`src/rtl/gec_pkg.sv`:
```
// Package for the gated event counter: modes, widths and timing constants
package gec_pkg;

  // ----------------------------------------------------------------
  // Gate modes
  // ----------------------------------------------------------------
  typedef enum logic [2:0] {
    GEC_GATE_NONE = 3'h0,
    GEC_GATE_HIGH = 3'h1,
    GEC_GATE_LOW  = 3'h2,
    GEC_GATE_RISE = 3'h3,
    GEC_GATE_FALL = 3'h4
  } gec_gate_mode_t;

  // ----------------------------------------------------------------
  // Source edge selection
  // ----------------------------------------------------------------
  localparam logic GEC_EDGE_RISE = 1'h0;
  localparam logic GEC_EDGE_FALL = 1'h1;

  // ----------------------------------------------------------------
  // Counter state
  // ----------------------------------------------------------------
  typedef enum logic [1:0] {
    GEC_ST_IDLE  = 2'h0,
    GEC_ST_ARMED = 2'h1,
    GEC_ST_RUN   = 2'h2
  } gec_state_t;

  // ----------------------------------------------------------------
  // Defaults and timing
  // ----------------------------------------------------------------
  localparam int          GEC_COUNT_W      = 32;
  localparam int          GEC_CLK_PERIOD_NS = 8;
  localparam int          GEC_TB_DIV_W     = 32;
  localparam logic [31:0] GEC_TB_DIV_OFF   = 32'h0000_0000;
  localparam logic [31:0] GEC_TB_DIV_ONE   = 32'h0000_0001;
  localparam logic [31:0] GEC_COUNT_ZERO   = 32'h0000_0000;
  localparam logic [31:0] GEC_COUNT_STEP   = 32'h0000_0001;

endpackage : gec_pkg

```
`src/rtl/gec_counter.sv`:
```
// Gated event counter: gate qualification, source selection and count
//
// Operation
// - Gate mode 0 ignores the gate; counting starts at the start command.
// - Gate mode 1 counts only while the gate is high, holds otherwise.
// - Gate mode 2 counts only while the gate is low, holds otherwise.
// - Gate mode 3 waits after start for a gate rising edge, then counts.
// - Gate mode 4 waits after start for a gate falling edge, then counts.
// - Source edge 0 counts rising transitions, 1 counts falling transitions.
// - Nonzero timebase divisor counts internal ticks, else external source pin.
`timescale 1ns/10ps

module gec_counter #(
  parameter int COUNT_W = gec_pkg::GEC_COUNT_W,
  parameter int DIV_W   = gec_pkg::GEC_TB_DIV_W
) (
  input  wire logic               clk_in,
  input  wire logic               sys_rst_in,
  input  wire logic               start_in,
  input  wire logic               stop_in,
  input  wire logic               clear_in,
  input  wire logic [2:0]         gate_mode_in,
  input  wire logic               source_edge_in,
  input  wire logic [DIV_W-1:0]   timebase_div_in,
  input  wire logic               counter_gate_input,
  input  wire logic               counter_event_source_input,
  output logic [COUNT_W-1:0]      count_out,
  output logic                    running_out,
  output logic                    armed_out,
  output logic                    count_pulse_out
);

  // ----------------------------------------------------------------
  // Declarations
  // ----------------------------------------------------------------
  gec_pkg::gec_state_t     state_reg;
  gec_pkg::gec_state_t     state_next;
  logic [COUNT_W-1:0]      count_reg;
  logic [DIV_W-1:0]        tb_cnt_reg;
  logic                    tb_level_reg;
  logic                    running_reg;
  logic                    armed_reg;
  logic                    pulse_reg;
  logic                    use_timebase;
  logic                    cnt_sig;
  logic                    cnt_edge;
  logic                    gate_level;
  logic                    gate_rise;
  logic                    gate_fall;
  logic                    gate_ok;
  logic                    count_en;

  // ----------------------------------------------------------------
  // Decode helpers
  // ----------------------------------------------------------------
  // Edge-started modes park in ARMED after the start command
  function automatic logic is_trig_mode(input logic [2:0] mode);
    logic trig;
    trig = 1'h0;
    case (mode)
      gec_pkg::GEC_GATE_RISE: trig = 1'h1;
      gec_pkg::GEC_GATE_FALL: trig = 1'h1;
      default:                trig = 1'h0;
    endcase
    return trig;
  endfunction

  // Gate edge that releases an armed counter in the given mode
  function automatic logic trig_hit(input logic [2:0] mode,
                                    input logic       rise,
                                    input logic       fall);
    logic hit;
    hit = 1'h0;
    case (mode)
      gec_pkg::GEC_GATE_RISE: hit = rise;
      gec_pkg::GEC_GATE_FALL: hit = fall;
      default:                hit = 1'h0;
    endcase
    return hit;
  endfunction

  // ----------------------------------------------------------------
  // Edge detection
  // ----------------------------------------------------------------
  // Both gate edges are needed, so the polarity select is left fixed
  gec_edge_detect u_gate_edge (
    .clk_in       (clk_in),
    .sys_rst_in   (sys_rst_in),
    .sig_in       (counter_gate_input),
    .fall_sel_in  (gec_pkg::GEC_EDGE_RISE),
    .level_out    (gate_level),
    .rise_out     (gate_rise),
    .fall_out     (gate_fall),
    .sel_edge_out ()
  );

  // Polarity applies to whichever signal is counted
  gec_edge_detect u_src_edge (
    .clk_in       (clk_in),
    .sys_rst_in   (sys_rst_in),
    .sig_in       (cnt_sig),
    .fall_sel_in  (source_edge_in),
    .level_out    (),
    .rise_out     (),
    .fall_out     (),
    .sel_edge_out (cnt_edge)
  );

  // ----------------------------------------------------------------
  // Internal timebase
  // ----------------------------------------------------------------
  // Divisor zero stands for the non-positive setting: external pin
  assign use_timebase = (timebase_div_in != DIV_W'(gec_pkg::GEC_TB_DIV_OFF));
  assign cnt_sig      = use_timebase ? tb_level_reg : counter_event_source_input;

  // Square wave of period 2*divisor clocks, one rising edge per period
  // A new divisor acts from the current phase count onward
  always_ff @(posedge clk_in) begin
    if (sys_rst_in || !use_timebase) begin
      tb_cnt_reg   <= '0;
      tb_level_reg <= 1'h0;
    end else if (tb_cnt_reg + DIV_W'(gec_pkg::GEC_TB_DIV_ONE) >= timebase_div_in) begin
      tb_cnt_reg   <= '0;
      tb_level_reg <= ~tb_level_reg;
    end else begin
      tb_cnt_reg <= tb_cnt_reg + DIV_W'(gec_pkg::GEC_TB_DIV_ONE);
    end
  end

  // ----------------------------------------------------------------
  // Gate qualification
  // ----------------------------------------------------------------
  // Edge modes already waited in ARMED; they count freely once running
  always_comb begin
    case (gate_mode_in)
      gec_pkg::GEC_GATE_NONE: gate_ok = 1'h1;
      gec_pkg::GEC_GATE_HIGH: gate_ok = gate_level;
      gec_pkg::GEC_GATE_LOW:  gate_ok = ~gate_level;
      default:                gate_ok = 1'h1;
    endcase
  end

  // ----------------------------------------------------------------
  // Control state
  // ----------------------------------------------------------------
  always_comb begin
    state_next = state_reg;
    case (state_reg)
      gec_pkg::GEC_ST_IDLE: begin
        // A held start does nothing once the block has left IDLE
        if (start_in) begin
          if (is_trig_mode(gate_mode_in)) begin
            state_next = gec_pkg::GEC_ST_ARMED;
          end else begin
            state_next = gec_pkg::GEC_ST_RUN;
          end
        end
      end
      gec_pkg::GEC_ST_ARMED: begin
        // Stop abandons the wait without a single count
        if (stop_in) begin
          state_next = gec_pkg::GEC_ST_IDLE;
        end else if (trig_hit(gate_mode_in, gate_rise, gate_fall)) begin
          state_next = gec_pkg::GEC_ST_RUN;
        end
      end
      gec_pkg::GEC_ST_RUN: begin
        if (stop_in) begin
          state_next = gec_pkg::GEC_ST_IDLE;
        end
      end
      default: state_next = gec_pkg::GEC_ST_IDLE;
    endcase
  end

  always_ff @(posedge clk_in) begin
    if (sys_rst_in) begin
      state_reg <= gec_pkg::GEC_ST_IDLE;
    end else begin
      state_reg <= state_next;
    end
  end

  // ----------------------------------------------------------------
  // Count
  // ----------------------------------------------------------------
  // Edge on the trigger cycle itself is not counted; counting begins after it
  // Wraps at full scale; no terminal-count flag is kept
  assign count_en = (state_reg == gec_pkg::GEC_ST_RUN) && !stop_in && gate_ok && cnt_edge;

  always_ff @(posedge clk_in) begin
    if (sys_rst_in) begin
      count_reg <= COUNT_W'(gec_pkg::GEC_COUNT_ZERO);
    end else if (clear_in) begin
      count_reg <= COUNT_W'(gec_pkg::GEC_COUNT_ZERO);
    end else if (count_en) begin
      count_reg <= count_reg + COUNT_W'(gec_pkg::GEC_COUNT_STEP);
    end
  end

  always_ff @(posedge clk_in) begin
    if (sys_rst_in) begin
      running_reg <= 1'h0;
      armed_reg   <= 1'h0;
      pulse_reg   <= 1'h0;
    end else begin
      running_reg <= (state_next == gec_pkg::GEC_ST_RUN);
      armed_reg   <= (state_next == gec_pkg::GEC_ST_ARMED);
      // Clear wins over a count, so no step and no pulse then
      pulse_reg   <= count_en && !clear_in;
    end
  end

  // ----------------------------------------------------------------
  // Outputs
  // ----------------------------------------------------------------
  // Every output leaves straight from a flip-flop
  assign count_out       = count_reg;
  assign running_out     = running_reg;
  assign armed_out       = armed_reg;
  assign count_pulse_out = pulse_reg;

endmodule // gec_counter

```
`src/rtl/gec_edge_detect.sv`:
```
// Edge detector for a synchronous input, with selectable edge
`timescale 1ns/10ps

module gec_edge_detect (
  input  wire logic clk_in,
  input  wire logic sys_rst_in,
  input  wire logic sig_in,
  input  wire logic fall_sel_in,
  output logic      level_out,
  output logic      rise_out,
  output logic      fall_out,
  output logic      sel_edge_out
);

  logic prev_reg;

  always_ff @(posedge clk_in) begin
    if (sys_rst_in) begin
      prev_reg <= 1'h0;
    end else begin
      prev_reg <= sig_in;
    end
  end

  assign level_out    = sig_in;
  assign rise_out     = sig_in & ~prev_reg;
  assign fall_out     = ~sig_in & prev_reg;
  assign sel_edge_out = fall_sel_in ? fall_out : rise_out;

endmodule // gec_edge_detect

```
`config.mk`:
```
export PLATFORM = sky130hd
export DESIGN_NAME = gec_counter
export DESIGN_NICKNAME = d
export VERILOG_FILES = /design/src/rtl/gec_pkg.sv /design/src/rtl/gec_counter.sv /design/src/rtl/gec_edge_detect.sv
export SDC_FILE = /design/constraint.sdc
export NUM_CORES = 1
export LEC_CHECK = 0
export BUFFER_PORTS_ARGS = -buffer_cell sky130_fd_sc_hd__buf_2
export CORE_UTILIZATION = 45
export DETAILED_ROUTE_END_ITERATION = 6
export PLACE_DENSITY_LB_ADDON = 0.12
export SETUP_SLACK_MARGIN = 0.05
export SLEW_MARGIN = 5
export SYNTH_ARGS = -nofsm -noshare
export SYNTH_HDL_FRONTEND = slang
export SYNTH_HIERARCHICAL = 1
export SYNTH_SLANG_ARGS = --single-unit
```
`constraint.sdc`:
```
create_clock -name clk_in -period 4.7 [get_ports clk_in]
set_input_delay 0.235 -clock clk_in [delete_from_list [all_inputs] [get_ports clk_in]]
set_output_delay 0.235 -clock clk_in [all_outputs]
set_load 0.1 [all_outputs]
```
## Word level (Yosys, flattened, before mapping)

Index checks and enable logic that the tools add are counted.

- Add/sub/neg operators: 2
- $lt $le $gt $ge: 1
- Eq/ne operators: 8
- Multiplexer cells: 15
- Bitwise operators: 9
- Reduce and logical (&&, ||, !) cells: 13

Operators by type and width:

| cell | number |
|---|---|
| 32-bit by 1-bit adder with 32-bit output (second input constant) | 2 |
| 32-bit >= comparator | 1 |
| 32-bit nonzero test | 1 |
| 2-bit two-way mux | 5 |
| 1-bit two-way mux | 7 |
| 3-bit by 2-bit equality test with 1-bit output (second input constant) | 2 |
| 2-bit one-hot mux with 3 select lines | 1 |
| 2-bit OR reduction | 3 |
| 1-bit inverter | 5 |
| 1-bit bitwise AND | 4 |
| 2-bit by 1-bit equality test with 1-bit output (second input constant) | 2 |
| 2-bit equality test (second input constant) | 2 |
| 1-bit logical AND | 4 |
| 1-bit one-hot mux with 2 select lines | 2 |
| 3-bit by 1-bit equality test with 1-bit output (second input constant) | 1 |
| 3-bit equality test (second input constant) | 1 |
| 1-bit zero test | 3 |
| 2-bit zero test | 1 |
| 1-bit logical OR | 1 |

- Bits in registers: 72
- Input bits: 43
- Word-level logic and storage cells: 57

## Logic depth before layout (Yosys ltp)

Gate-level depths: netlist of the first run.

- Depth in word-level cells: 9
- Depth in mapped cells: 14

## Hierarchy

Netlist of the first run, hierarchy kept.

Modules (own cells, without submodules):

| module | instances | cells an instance | area an instance (sq um) | seq. area each (sq um) |
|---|---|---|---|---|
| gec_counter | 1 | 469 | 4023.9 | 1401.3 |
| gec_edge_detect | 2 | 6 | 57.6 | 20.0 |

## Worst setup path after synthesis of the first run

OpenSTA, ideal clock, no wires.

- Path type: reg2reg
- Start: register tb_cnt_reg[2]
- End: register tb_cnt_reg[27]
- Setup time: 0.118 ns
- Arrival: 2.924 ns
- Required time: 4.582 ns
- Slack: 1.659 ns
- Stages on the path, launching flop included: 15
- Path buffers: 2
- Period minus slack after synthesis: 3.041 ns
- Cell sequence: dfxtp_1 > and3_1 > nor2b_1 > and2_1 > clkbuf_1 > nand4_1 > xnor2_1 > ha_1 > nand4_1 > or3_1 > a221oi_1 > nor4_1 > o211ai_1 > buf_2 > nor2b_1

- Cells in the longest elaborated chain, start to end: 3

Ends and longest elaborated chain:

| element | line | RTL |
|---|---|---|
| start: declaration | gec_counter.sv:39 | `logic [DIV_W-1:0] tb_cnt_reg;` |
| start signal: assignment | gec_counter.sv:126 | `tb_cnt_reg <= tb_cnt_reg + DIV_W'(gec_pkg::GEC_TB_DIV_ONE);` |
| 32-bit by 1-bit adder with 32-bit output * | gec_counter.sv:122, gec_counter.sv:126 |  |
| 32-bit >= comparator | gec_counter.sv:122 | `end else if (tb_cnt_reg + DIV_W'(gec_pkg::GEC_TB_DIV_ONE) >= timebase_div_in) begin` |
| 2-bit OR reduction (no source line) | n/a |  |

Every way passes the cells marked *; elsewhere a longest branch is shown, timed or not.
A chain may end at the register's enable or synchronous reset.

## Final worst setup path of the first run

- Start: register tb_cnt_reg[2]
- End: register tb_cnt_reg[7]

The elaborated chain is that of the path after synthesis.

==> flow_summary.toml, run 1 <==
[outcome]
status = "finished, violations left"
violations = "DRC"

[finish]
final_cell_area_sq_mm = 0.004850
register_area_sq_mm = 0.001441
drive_gt1_share_pct = 19.43
multiInputGateArea_sq_mm = 0.002474
areaGrowthSynthToFinish_pct = 17.81
finalNetCount = 633
fillCellCount = 870
n_antenna_cell = 0

[clocking]
cts_tree = "built"
ctsHoldBuffers = 0
cts_setup_buffers = 0
cts_resized = 0
h-tree-depth = 3
numCtsBuffers = 9
clkTransAtPathRegs_ns = 0.08
cts.sinks = 72
ctsLongestPathBuffers = 2
root_buffer = "clkbuf_8"
clk_latency_ns = 0.35

[die]
io_pins = 78
start_util_pct = 46.75
die_area_sq_mm = 0.009535
die-height_um = 97.65
die_w_um = 97.65
rows = 34
core_area_sq_mm = 0.008806

[sta]
hold_viol = 0
drv_slew = 0
finalClockSkew_ns = 0.008181
slew_headroom_pct = 45.38
period_share_pct = 74.93
rsz0062_at_grt = "no"
setup_tns_ns = 0
finalSetupViolCount = 0
worst_slew_pin_slew_ns = 0.8159
timing.fmax_mhz = 283.9
post-route-min-period_ns = 3.522

[worst_setup_path]
critPathCaptureType = "flop"
critical_path.cell_chain = "and3_1 -> nor2b_1 -> and2_1 -> nand4_1 -> xnor2_1 -> ha_1 -> nand4_1 -> or3_1 -> a221oi_1 -> nor4_1 -> o211ai_1 -> buf_4 -> nor2b_1"
worstPathMaxFanout = 20
max_stage_delay_ns = 0.43
crit_type = "reg2reg"
cp-start-kind = "flop"
arrival_ns = 3.75
worst_ep_required_time_ns = 4.93
crit_slowest_cell = "or3_1"

[yosys]
syn_nets = 555
avgSynthCellArea_sq_um = 8.612
syn_area_sq_mm = 0.004116
synth_warnings = 6
syn_inst = 478

[placed_design]
place_area_sq_mm = 0.004597
place_congestion = 0.7781
dp_hpwl_um = 7064
numPortBuffers = 77

[routing]
drc = 10
first_pass_iters = 6
post_drt_via_cell_ratio = 5.205
wl_um = 9058
drt_iter0_markers = 84
ant_nets = 0
wire_per_inst_um = 13.54
vias = 3482

[hold_path]
hp-class = "in2reg"

[global_routing]
gr-usage-all-layers_pct = 20.28
grt_pass1_wl_um = 15510
overflow = 0
grt_start_max_net_pins = 34
antenna_found_initial = 0
grt_pass1_vias = 3394

[run]
cap_violations = 0

[pwr]
p_leak_nw = 2.219
powerDensity_mw_per_mm2 = 273.1
ir_drop_mv = 0.1847
[path summary, 6_finish.rpt]
kind,from,end,slack [ns],cells past startpoint
max,tb_cnt_reg[2],tb_cnt_reg[7],1.18,13
min,counter_gate_input,u_gate_edge/prev_reg,0.16,2
max reg2reg,tb_cnt_reg[2],tb_cnt_reg[7],1.18,13
min reg2reg,tb_level_reg,tb_level_reg,0.48,2
[cell type report]
class | instances | share of cell area (%)
clock buffers | 10 | 2.838
clock inverters | 6 | 2.374
repair buffers | 79 | 8.256
multi-input cells | 355 | 51.01
flip-flops and latches | 72 | 29.72
well taps | 108 | 2.786
inverters | 39 | 3.019
[cells in the final DEF (no fill, tap or decap), types with 3 or more instances in the layout]
cell type / instances
buf_2: 77
dfxtp_1: 72
nor2_1: 42
nor2b_1: 41
inv_1: 39
ha_1: 34
xor2_1: 32
nand3_1: 27
nand2_1: 25
nand4_1: 25
xnor2_1: 25
a21oi_1: 15
o21ai_0: 11
clkbuf_8: 10
nor3_1: 9
nor4_1: 9
and4_1: 7
and3_1: 7
or3_1: 5
and2_1: 4
a21o_1: 4
bufinv_16: 3
[layer usage]
metal  wire length [um]  up-vias  track usage [%]
met5                  0        -                0
met4                129        0            7.692
met3                246       11            2.734
met2               4182       57            33.72
met1               4500     1611            26.65
li1                   -     1803                -
[critical path, delay by kind of cell, from the launching register on]
| family | cells | cell delay [ns] |
|---|---|---|
| flops | 1 | 0.42 |
| fa+ha+maj | 1 | 0.31 |
| xor+xnor | 1 | 0.18 |
| simple gates | 8 | 1.67 |
| compound gates | 2 | 0.54 |
| buf+inv | 1 | 0.29 |
[stage by stage]
stage / setup WS (ns) / hold slack, ns / utilization, % / std cells / power, mW
after CTS: 1.147 / 0.1383 / 55.07 / 669 / 1.338
after global placement: 1.142 / 0.4559 / 52.20 / 653 / 0.7174
after detailed placement: 1.040 / 0.4695 / 52.20 / 653 / 0.7210
final: 1.178 / 0.1567 / 55.07 / 669 / 1.325
after floorplan: 1.659 / 0.3066 / - / 478 / 0.6832
after global routing: 0.9031 / 0.1571 / 55.07 / 669 / 1.374
[power by group]
part           switching, mW  internal [mW]  total, mW
Combinational         0.0537         0.0338     0.0875
Sequential           0.00434          0.614      0.618
Clock                  0.249          0.370      0.619
Total                  0.307           1.02       1.32
Power figures use the tool's default switching activity.
==> inputs of run 2 (changes only) <==
==> constraint.sdc (replaced) <==
create_clock -name clk_in -period 3.3 [get_ports clk_in]
set_input_delay 0.165 -clock clk_in [delete_from_list [all_inputs] [get_ports clk_in]]
set_output_delay 0.165 -clock clk_in [all_outputs]
set_load 0.1 [all_outputs]
==> flow_summary.toml, run 2 (synthesized netlist as in run 1, its figures left out) <==
[routing]
drc = 10
ant_nets = 0
first_pass_iters = 6
wire_per_inst_um = 13.32
post_drt_via_cell_ratio = 5.128
wl_um = 9389
vias = 3615
drt_iter0_markers = 106

[pwr]
power.total_mw = 1.820
ir_drop_mv = 0.1472
p_leak_nw = 2.503
powerDensity_mw_per_mm2 = 345.3

[global_routing]
grt_start_max_net_pins = 34
antenna_found_initial = 0
use_met2_pct = 31.97
grt_pass1_vias = 3367
gr-usage-all-layers_pct = 20.10
met3_usage_pct = 3.022
busiest_layer = "met2"
grt_pass1_wl_um = 15380
use_met1_pct = 27.79
overflow = 0

[clocking]
clkTransAtPathRegs_ns = 0.09
ctsLongestPathBuffers = 2
cts_tree = "built"
root_buffer = "clkbuf_8"
ctsHoldBuffers = 0
cts.sinks = 72
numCtsBuffers = 9
clk_latency_ns = 0.35
h-tree-depth = 3

[sta]
finalSetupViolCount = 0
hold_viol = 0
setup_tns_ns = 0
post-route-min-period_ns = 3.217
drv_slew = 0
rsz0062_at_grt = "yes"
worst_slew_pin_slew_ns = 0.6352
fin_ws_ns = 0.08278
finalClockSkew_ns = 0.009780
slew_headroom_pct = 57.65
period_share_pct = 97.49
timing.fmax_mhz = 310.8

[placed_design]
place_congestion = 0.7858
placedCellCount = 682
dp_hpwl_um = 7190
place_ws_ns = -0.2196
numPortBuffers = 77

[worst_setup_path]
cpLargestDelayFamily = "simple AND/OR/NAND/NOR gates"
crit_type = "reg2reg"
critical_path.cell_chain = "and3_4 -> or3b_4 -> nor3_4 -> buf_4 -> nand4_1 -> xnor2_2 -> ha_1 -> nand4_1 -> or4_4 -> o211ai_1 -> buf_4 -> clkbuf_16 -> nor2b_1"
worst_ep_required_time_ns = 3.55
crit_slowest_cell = "or4_4"
critPathCaptureType = "flop"
worstPathMaxFanout = 12
r2r_slack_ns = 0.08
arrival_ns = 3.46
crit_buf_inv = 3
max_stage_delay_ns = 0.44
cp-start-kind = "flop"

[die]
core_area_sq_mm = 0.008806
die-height_um = 97.65
rows = 34
die_area_sq_mm = 0.009535
die_w_um = 97.65
start_util_pct = 46.75
io_pins = 78

[outcome]
violations = "DRC"
status = "finished, violations left"

[finish]
register_area_sq_mm = 0.001456
areaGrowthSynthToFinish_pct = 28.02
final_common_cell = "buf_2"
fillCellCount = 801
multiInputGateArea_sq_mm = 0.002601
final_cell_mix = "buf_2, dfxtp_1, nor2b_1, nor2_1, inv_1"
post-route-util_pct = 59.85
drive_gt1_share_pct = 29.31
fin_cells = 705
finalNetCount = 669
n_antenna_cell = 0

[hold_path]
hp-class = "in2reg"

[run]
cap_violations = 0
run 2: cell types whose count changed in the layout (fill, tap and decap cells not counted), moves of 2 or more:
| cell | change |
|---|---|
| nor3_1 | -3 |
| nor2_1 | -2 |
| nor2_2 | +2 |
| o21ai_0 | -2 |
| dfxtp_1 | -10 |
| nor3_4 | +3 |
| and3_1 | -2 |
| and3_4 | +2 |
| o21ai_1 | +2 |
| buf_4 | +33 |
| xnor2_2 | +4 |
| xnor2_1 | -4 |
| dfxtp_2 | +9 |
run 2: final cells by class:
type                            count  area share, %
Sequential cell                    72          27.64
Timing Repair Buffer              115          13.37
Inverter                           39          2.778
Multi-Input combinational cell    355          49.36
Tap cell                          108          2.564
Clock inverter                      7          1.947
Clock buffer                        9          2.350
run 2: worst reg2reg max path, delay by kind of cell (launching register included):
| family | cells | cell delay [ns] |
|---|---|---|
| DFF | 1 | 0.36 |
| and+or+nand+nor | 7 | 1.58 |
| buffers and inverters | 3 | 0.50 |
| adders and majority gates | 1 | 0.30 |
| AOI/OAI and AO/OA | 1 | 0.19 |
| xor gates and xnor gates | 1 | 0.19 |
run 2: per-stage QoR:
step                hold WS [ns]  instance area [sq um]
global route              0.1042                   5270
detailed placement        0.4396                   4827
finish                   0.08154                   5270
CTS                      0.06509                   5129
floorplan                 0.2366                   4116
global placement          0.4321                   4827
run 2: final timing paths:
path | from | to | cells after the start
hold / removal | counter_gate_input | u_gate_edge/prev_reg | 2
setup reg to reg | tb_cnt_reg[18] | tb_cnt_reg[11] | 13
hold reg to reg | tb_cnt_reg[0] | tb_cnt_reg[0] | 1
setup / recovery | tb_cnt_reg[18] | tb_cnt_reg[11] | 13
run 2: timing repair:
item,CTS,global route
pin swaps,5,7
resized for setup,13,26
gates cloned,0,1
buffers inserted,3,3
endpoints found under the setup margin,33,33
run 2: routing by layer:
| metal | vias to the layer above | routed length, um |
|---|---|---|
| met2 | 58 | 4272 |
| met1 | 1659 | 4684 |
| met5 | - | 0 |
| li1 | 1887 | - |
| met3 | 11 | 305 |
| met4 | 0 | 127 |
run 2: where the power goes:
group,switching [mW],internal (mW),total [mW],leakage [nW]
Clock,0.362,0.435,0.797,0.116
Combinational,0.0837,0.0590,0.143,1.80
Sequential,0.00561,0.874,0.880,0.586
Total,0.452,1.37,1.82,2.50
==> inputs of run 3 (changes only) <==
--- a/config.mk
+++ b/config.mk
@@ -8,10 +8,9 @@
 export BUFFER_PORTS_ARGS = -buffer_cell sky130_fd_sc_hd__buf_2
 export CORE_UTILIZATION = 45
 export DETAILED_ROUTE_END_ITERATION = 6
-export PLACE_DENSITY_LB_ADDON = 0.12
+export PLACE_DENSITY = 0.67
 export SETUP_SLACK_MARGIN = 0.05
 export SLEW_MARGIN = 5
 export SYNTH_ARGS = -nofsm -noshare
 export SYNTH_HDL_FRONTEND = slang
-export SYNTH_HIERARCHICAL = 1
 export SYNTH_SLANG_ARGS = --single-unit
==> constraint.sdc (replaced) <==
create_clock -name clk_in -period 3.3 [get_ports clk_in]
set_input_delay 0.165 -clock clk_in [delete_from_list [all_inputs] [get_ports clk_in]]
set_output_delay 0.165 -clock clk_in [all_outputs]
set_load 0.05 [all_outputs]
==> flow_summary.toml, run 3 <==
[finish]
n_antenna_cell = 0
final_cell_area_sq_mm = 0.005520
fillCellCount = 840
finalNetCount = 698
final_common_cell = "buf_2"
final_cell_mix = "buf_2, dfxtp_1, inv_1"
fin_cells = 755
register_area_sq_mm = 0.001449
multiInputGateArea_sq_mm = 0.002869
drive_gt1_share_pct = 28.43
areaGrowthSynthToFinish_pct = 27.88
post-route-util_pct = 59.46

[worst_setup_path]
cp-start-kind = "flop"
arrival_ns = 3.58
critPathCaptureType = "flop"
worstPathMaxFanout = 8
worst_ep_required_time_ns = 3.57
reg2reg_depth = 14
crit_type = "reg2reg"

[hold_path]
hold_path_depth = 3
hp-class = "in2reg"

[global_routing]
overflow = 0
grt_pass1_vias = 3751
grt_start_max_net_pins = 32
gr-usage-all-layers_pct = 22.09
antenna_found_initial = 0
grt_pass1_wl_um = 17560

[routing]
vias = 4138
wl_um = 10990
first_pass_iters = 4
drc = 0
post_drt_via_cell_ratio = 5.481
wire_per_inst_um = 14.56
drt_iter0_markers = 173
ant_nets = 0

[sta]
finalSetupViolCount = 1
hold_viol = 0
timing.fmax_mhz = 302.4
finalClockSkew_ns = 0.01725
post-route-min-period_ns = 3.307
worst_slew_pin_slew_ns = 0.6171
fin_ws_ns = -0.006698
setup_tns_ns = -0.006698
drv_slew = 0
period_share_pct = 100.2
slew_headroom_pct = 58.86
rsz0062_at_grt = "yes"

[yosys]
syn_nets = 591
synth_most_common_cell = "dfxtp_1"
yosys-top-cells-area = "dfxtp_1, ha_1, xnor2_1"
yosys.area.top_type = "dfxtp_1"
synth_top_area_share_pct = 33.39
yosysSeqAreaShare_pct = 33.39
syn_inst = 514
postSynth.asyncResetShare_pct = 0
ys_ff_latch = 72
yosys-top-cells-count = "dfxtp_1, inv_1, a21oi_1"
synth_ff_type = "dfxtp_1"
synthDistinctLibCells = 54
synth_warnings = 0
avgSynthCellArea_sq_um = 8.398
synth-edff-count = 0
syn_area_sq_mm = 0.004317

[placed_design]
place_congestion = 0.8683
dp_hpwl_um = 8167
numPortBuffers = 77
placedCellCount = 733
place_area_sq_mm = 0.004991

[clocking]
clk_latency_ns = 0.36
cts.sinks = 72
cts_tree = "built"
numCtsBuffers = 9
root_buffer = "clkbuf_8"
ctsLongestPathBuffers = 2
h-tree-depth = 3
ctsHoldBuffers = 0
clkTransAtPathRegs_ns = 0.08

[die]
core_area_sq_mm = 0.009284
die_w_um = 99.94
die_area_sq_mm = 0.009988
io_pins = 78
rows = 35
die-height_um = 99.94
start_util_pct = 46.50

[pwr]
powerDensity_mw_per_mm2 = 317.7
ir_drop_mv = 0.1567
p_leak_nw = 2.404

[outcome]
status = "finished, violations left"
violations = "setup timing"

[run]
cap_violations = 0
[run 3: metal layers]
metal | vias to the layer above | global-route usage, % | share of wire [%]
met4 | 0 | 7.014 | 1.4
li1 | 2078 | - | -
met5 | - | 0 | 0
met2 | 103 | 36.39 | 48
met1 | 1946 | 29.08 | 47
met3 | 11 | 4.318 | 4.2
[run 3: final cells by class]
cell class / instances / area share, %
Clock buffer: 9 / 2.244
Clock inverter: 7 / 1.405
Inverter: 45 / 3.060
Multi-Input combinational cell: 381 / 51.97
Sequential cell: 72 / 26.25
Tap cell: 129 / 2.924
Timing Repair Buffer: 112 / 12.15
[run 3: path summary, 6_finish.rpt]
path | startpoint | end | slack [ns]
worst min-delay path | counter_gate_input | u_gate_edge.prev_reg | 0.09
worst min register to register | count_out[17] | count_out[17] | 0.48
worst max-delay path | tb_cnt_reg[1] | tb_cnt_reg[18] | -0.007
worst max register to register | tb_cnt_reg[1] | tb_cnt_reg[18] | -0.007
[run 3: repair_timing]
item,4_1_cts,5_1_grt
gates resized for setup,18,39
cloned,0,1
endpoints found under the setup margin,33,33
setup buffers,0,5
pin swaps,6,21
[run 3: critical path, stage by stage, from the launching register on]
cell and delay [ns]:
dfxtp_2 0.37, buf_4 0.12, nand2_1 0.07, or3_4 0.41, nor2_4 0.13, nand3_1 0.15
xnor2_2 0.17, ha_1 0.29, a21oi_1 0.16, o21ai_2 0.08, a221o_1 0.36, a2111oi_4 0.44
nand3_4 0.17, buf_6 0.18, nor2b_1 0.11
[run 3: metrics by stage]
step	hold slack, ns	power, mW	setup slack (ns)
5_1_grt	0.08626	1.817	-0.1419
4_1_cts	0.07804	1.754	0.05729
2_1_floorplan	0.3010	0.9725	0.03779
3_5_place_dp	0.4546	1.032	-0.1771
6_report	0.09016	1.754	-0.006698
3_3_place_gp	0.4456	1.027	-0.1873
[run 3: logic make-up (layout without fill, tap and decap cells)]
logic type | after synthesis | count (layout) | share of synthesized area, %
muxes | 1 | 1 | 0.2319
and+or+nand+nor | 222 | 222 | 29.51
DFF | 72 | 72 | 33.39
buffers and inverters | 61 | 173 | 6.319
AOI/OAI and AO/OA | 91 | 91 | 14.00
xor gates and xnor gates | 33 | 33 | 6.696
adders and majority gates | 34 | 34 | 9.855
[run 3: power breakdown]
| group | internal, mW | switching (mW) | total [mW] |
|---|---|---|---|
| logic | 0.0628 | 0.0838 | 0.147 |
| registers | 0.876 | 0.00604 | 0.882 |
| clock network | 0.356 | 0.369 | 0.725 |
| total | 1.29 | 0.459 | 1.75 |
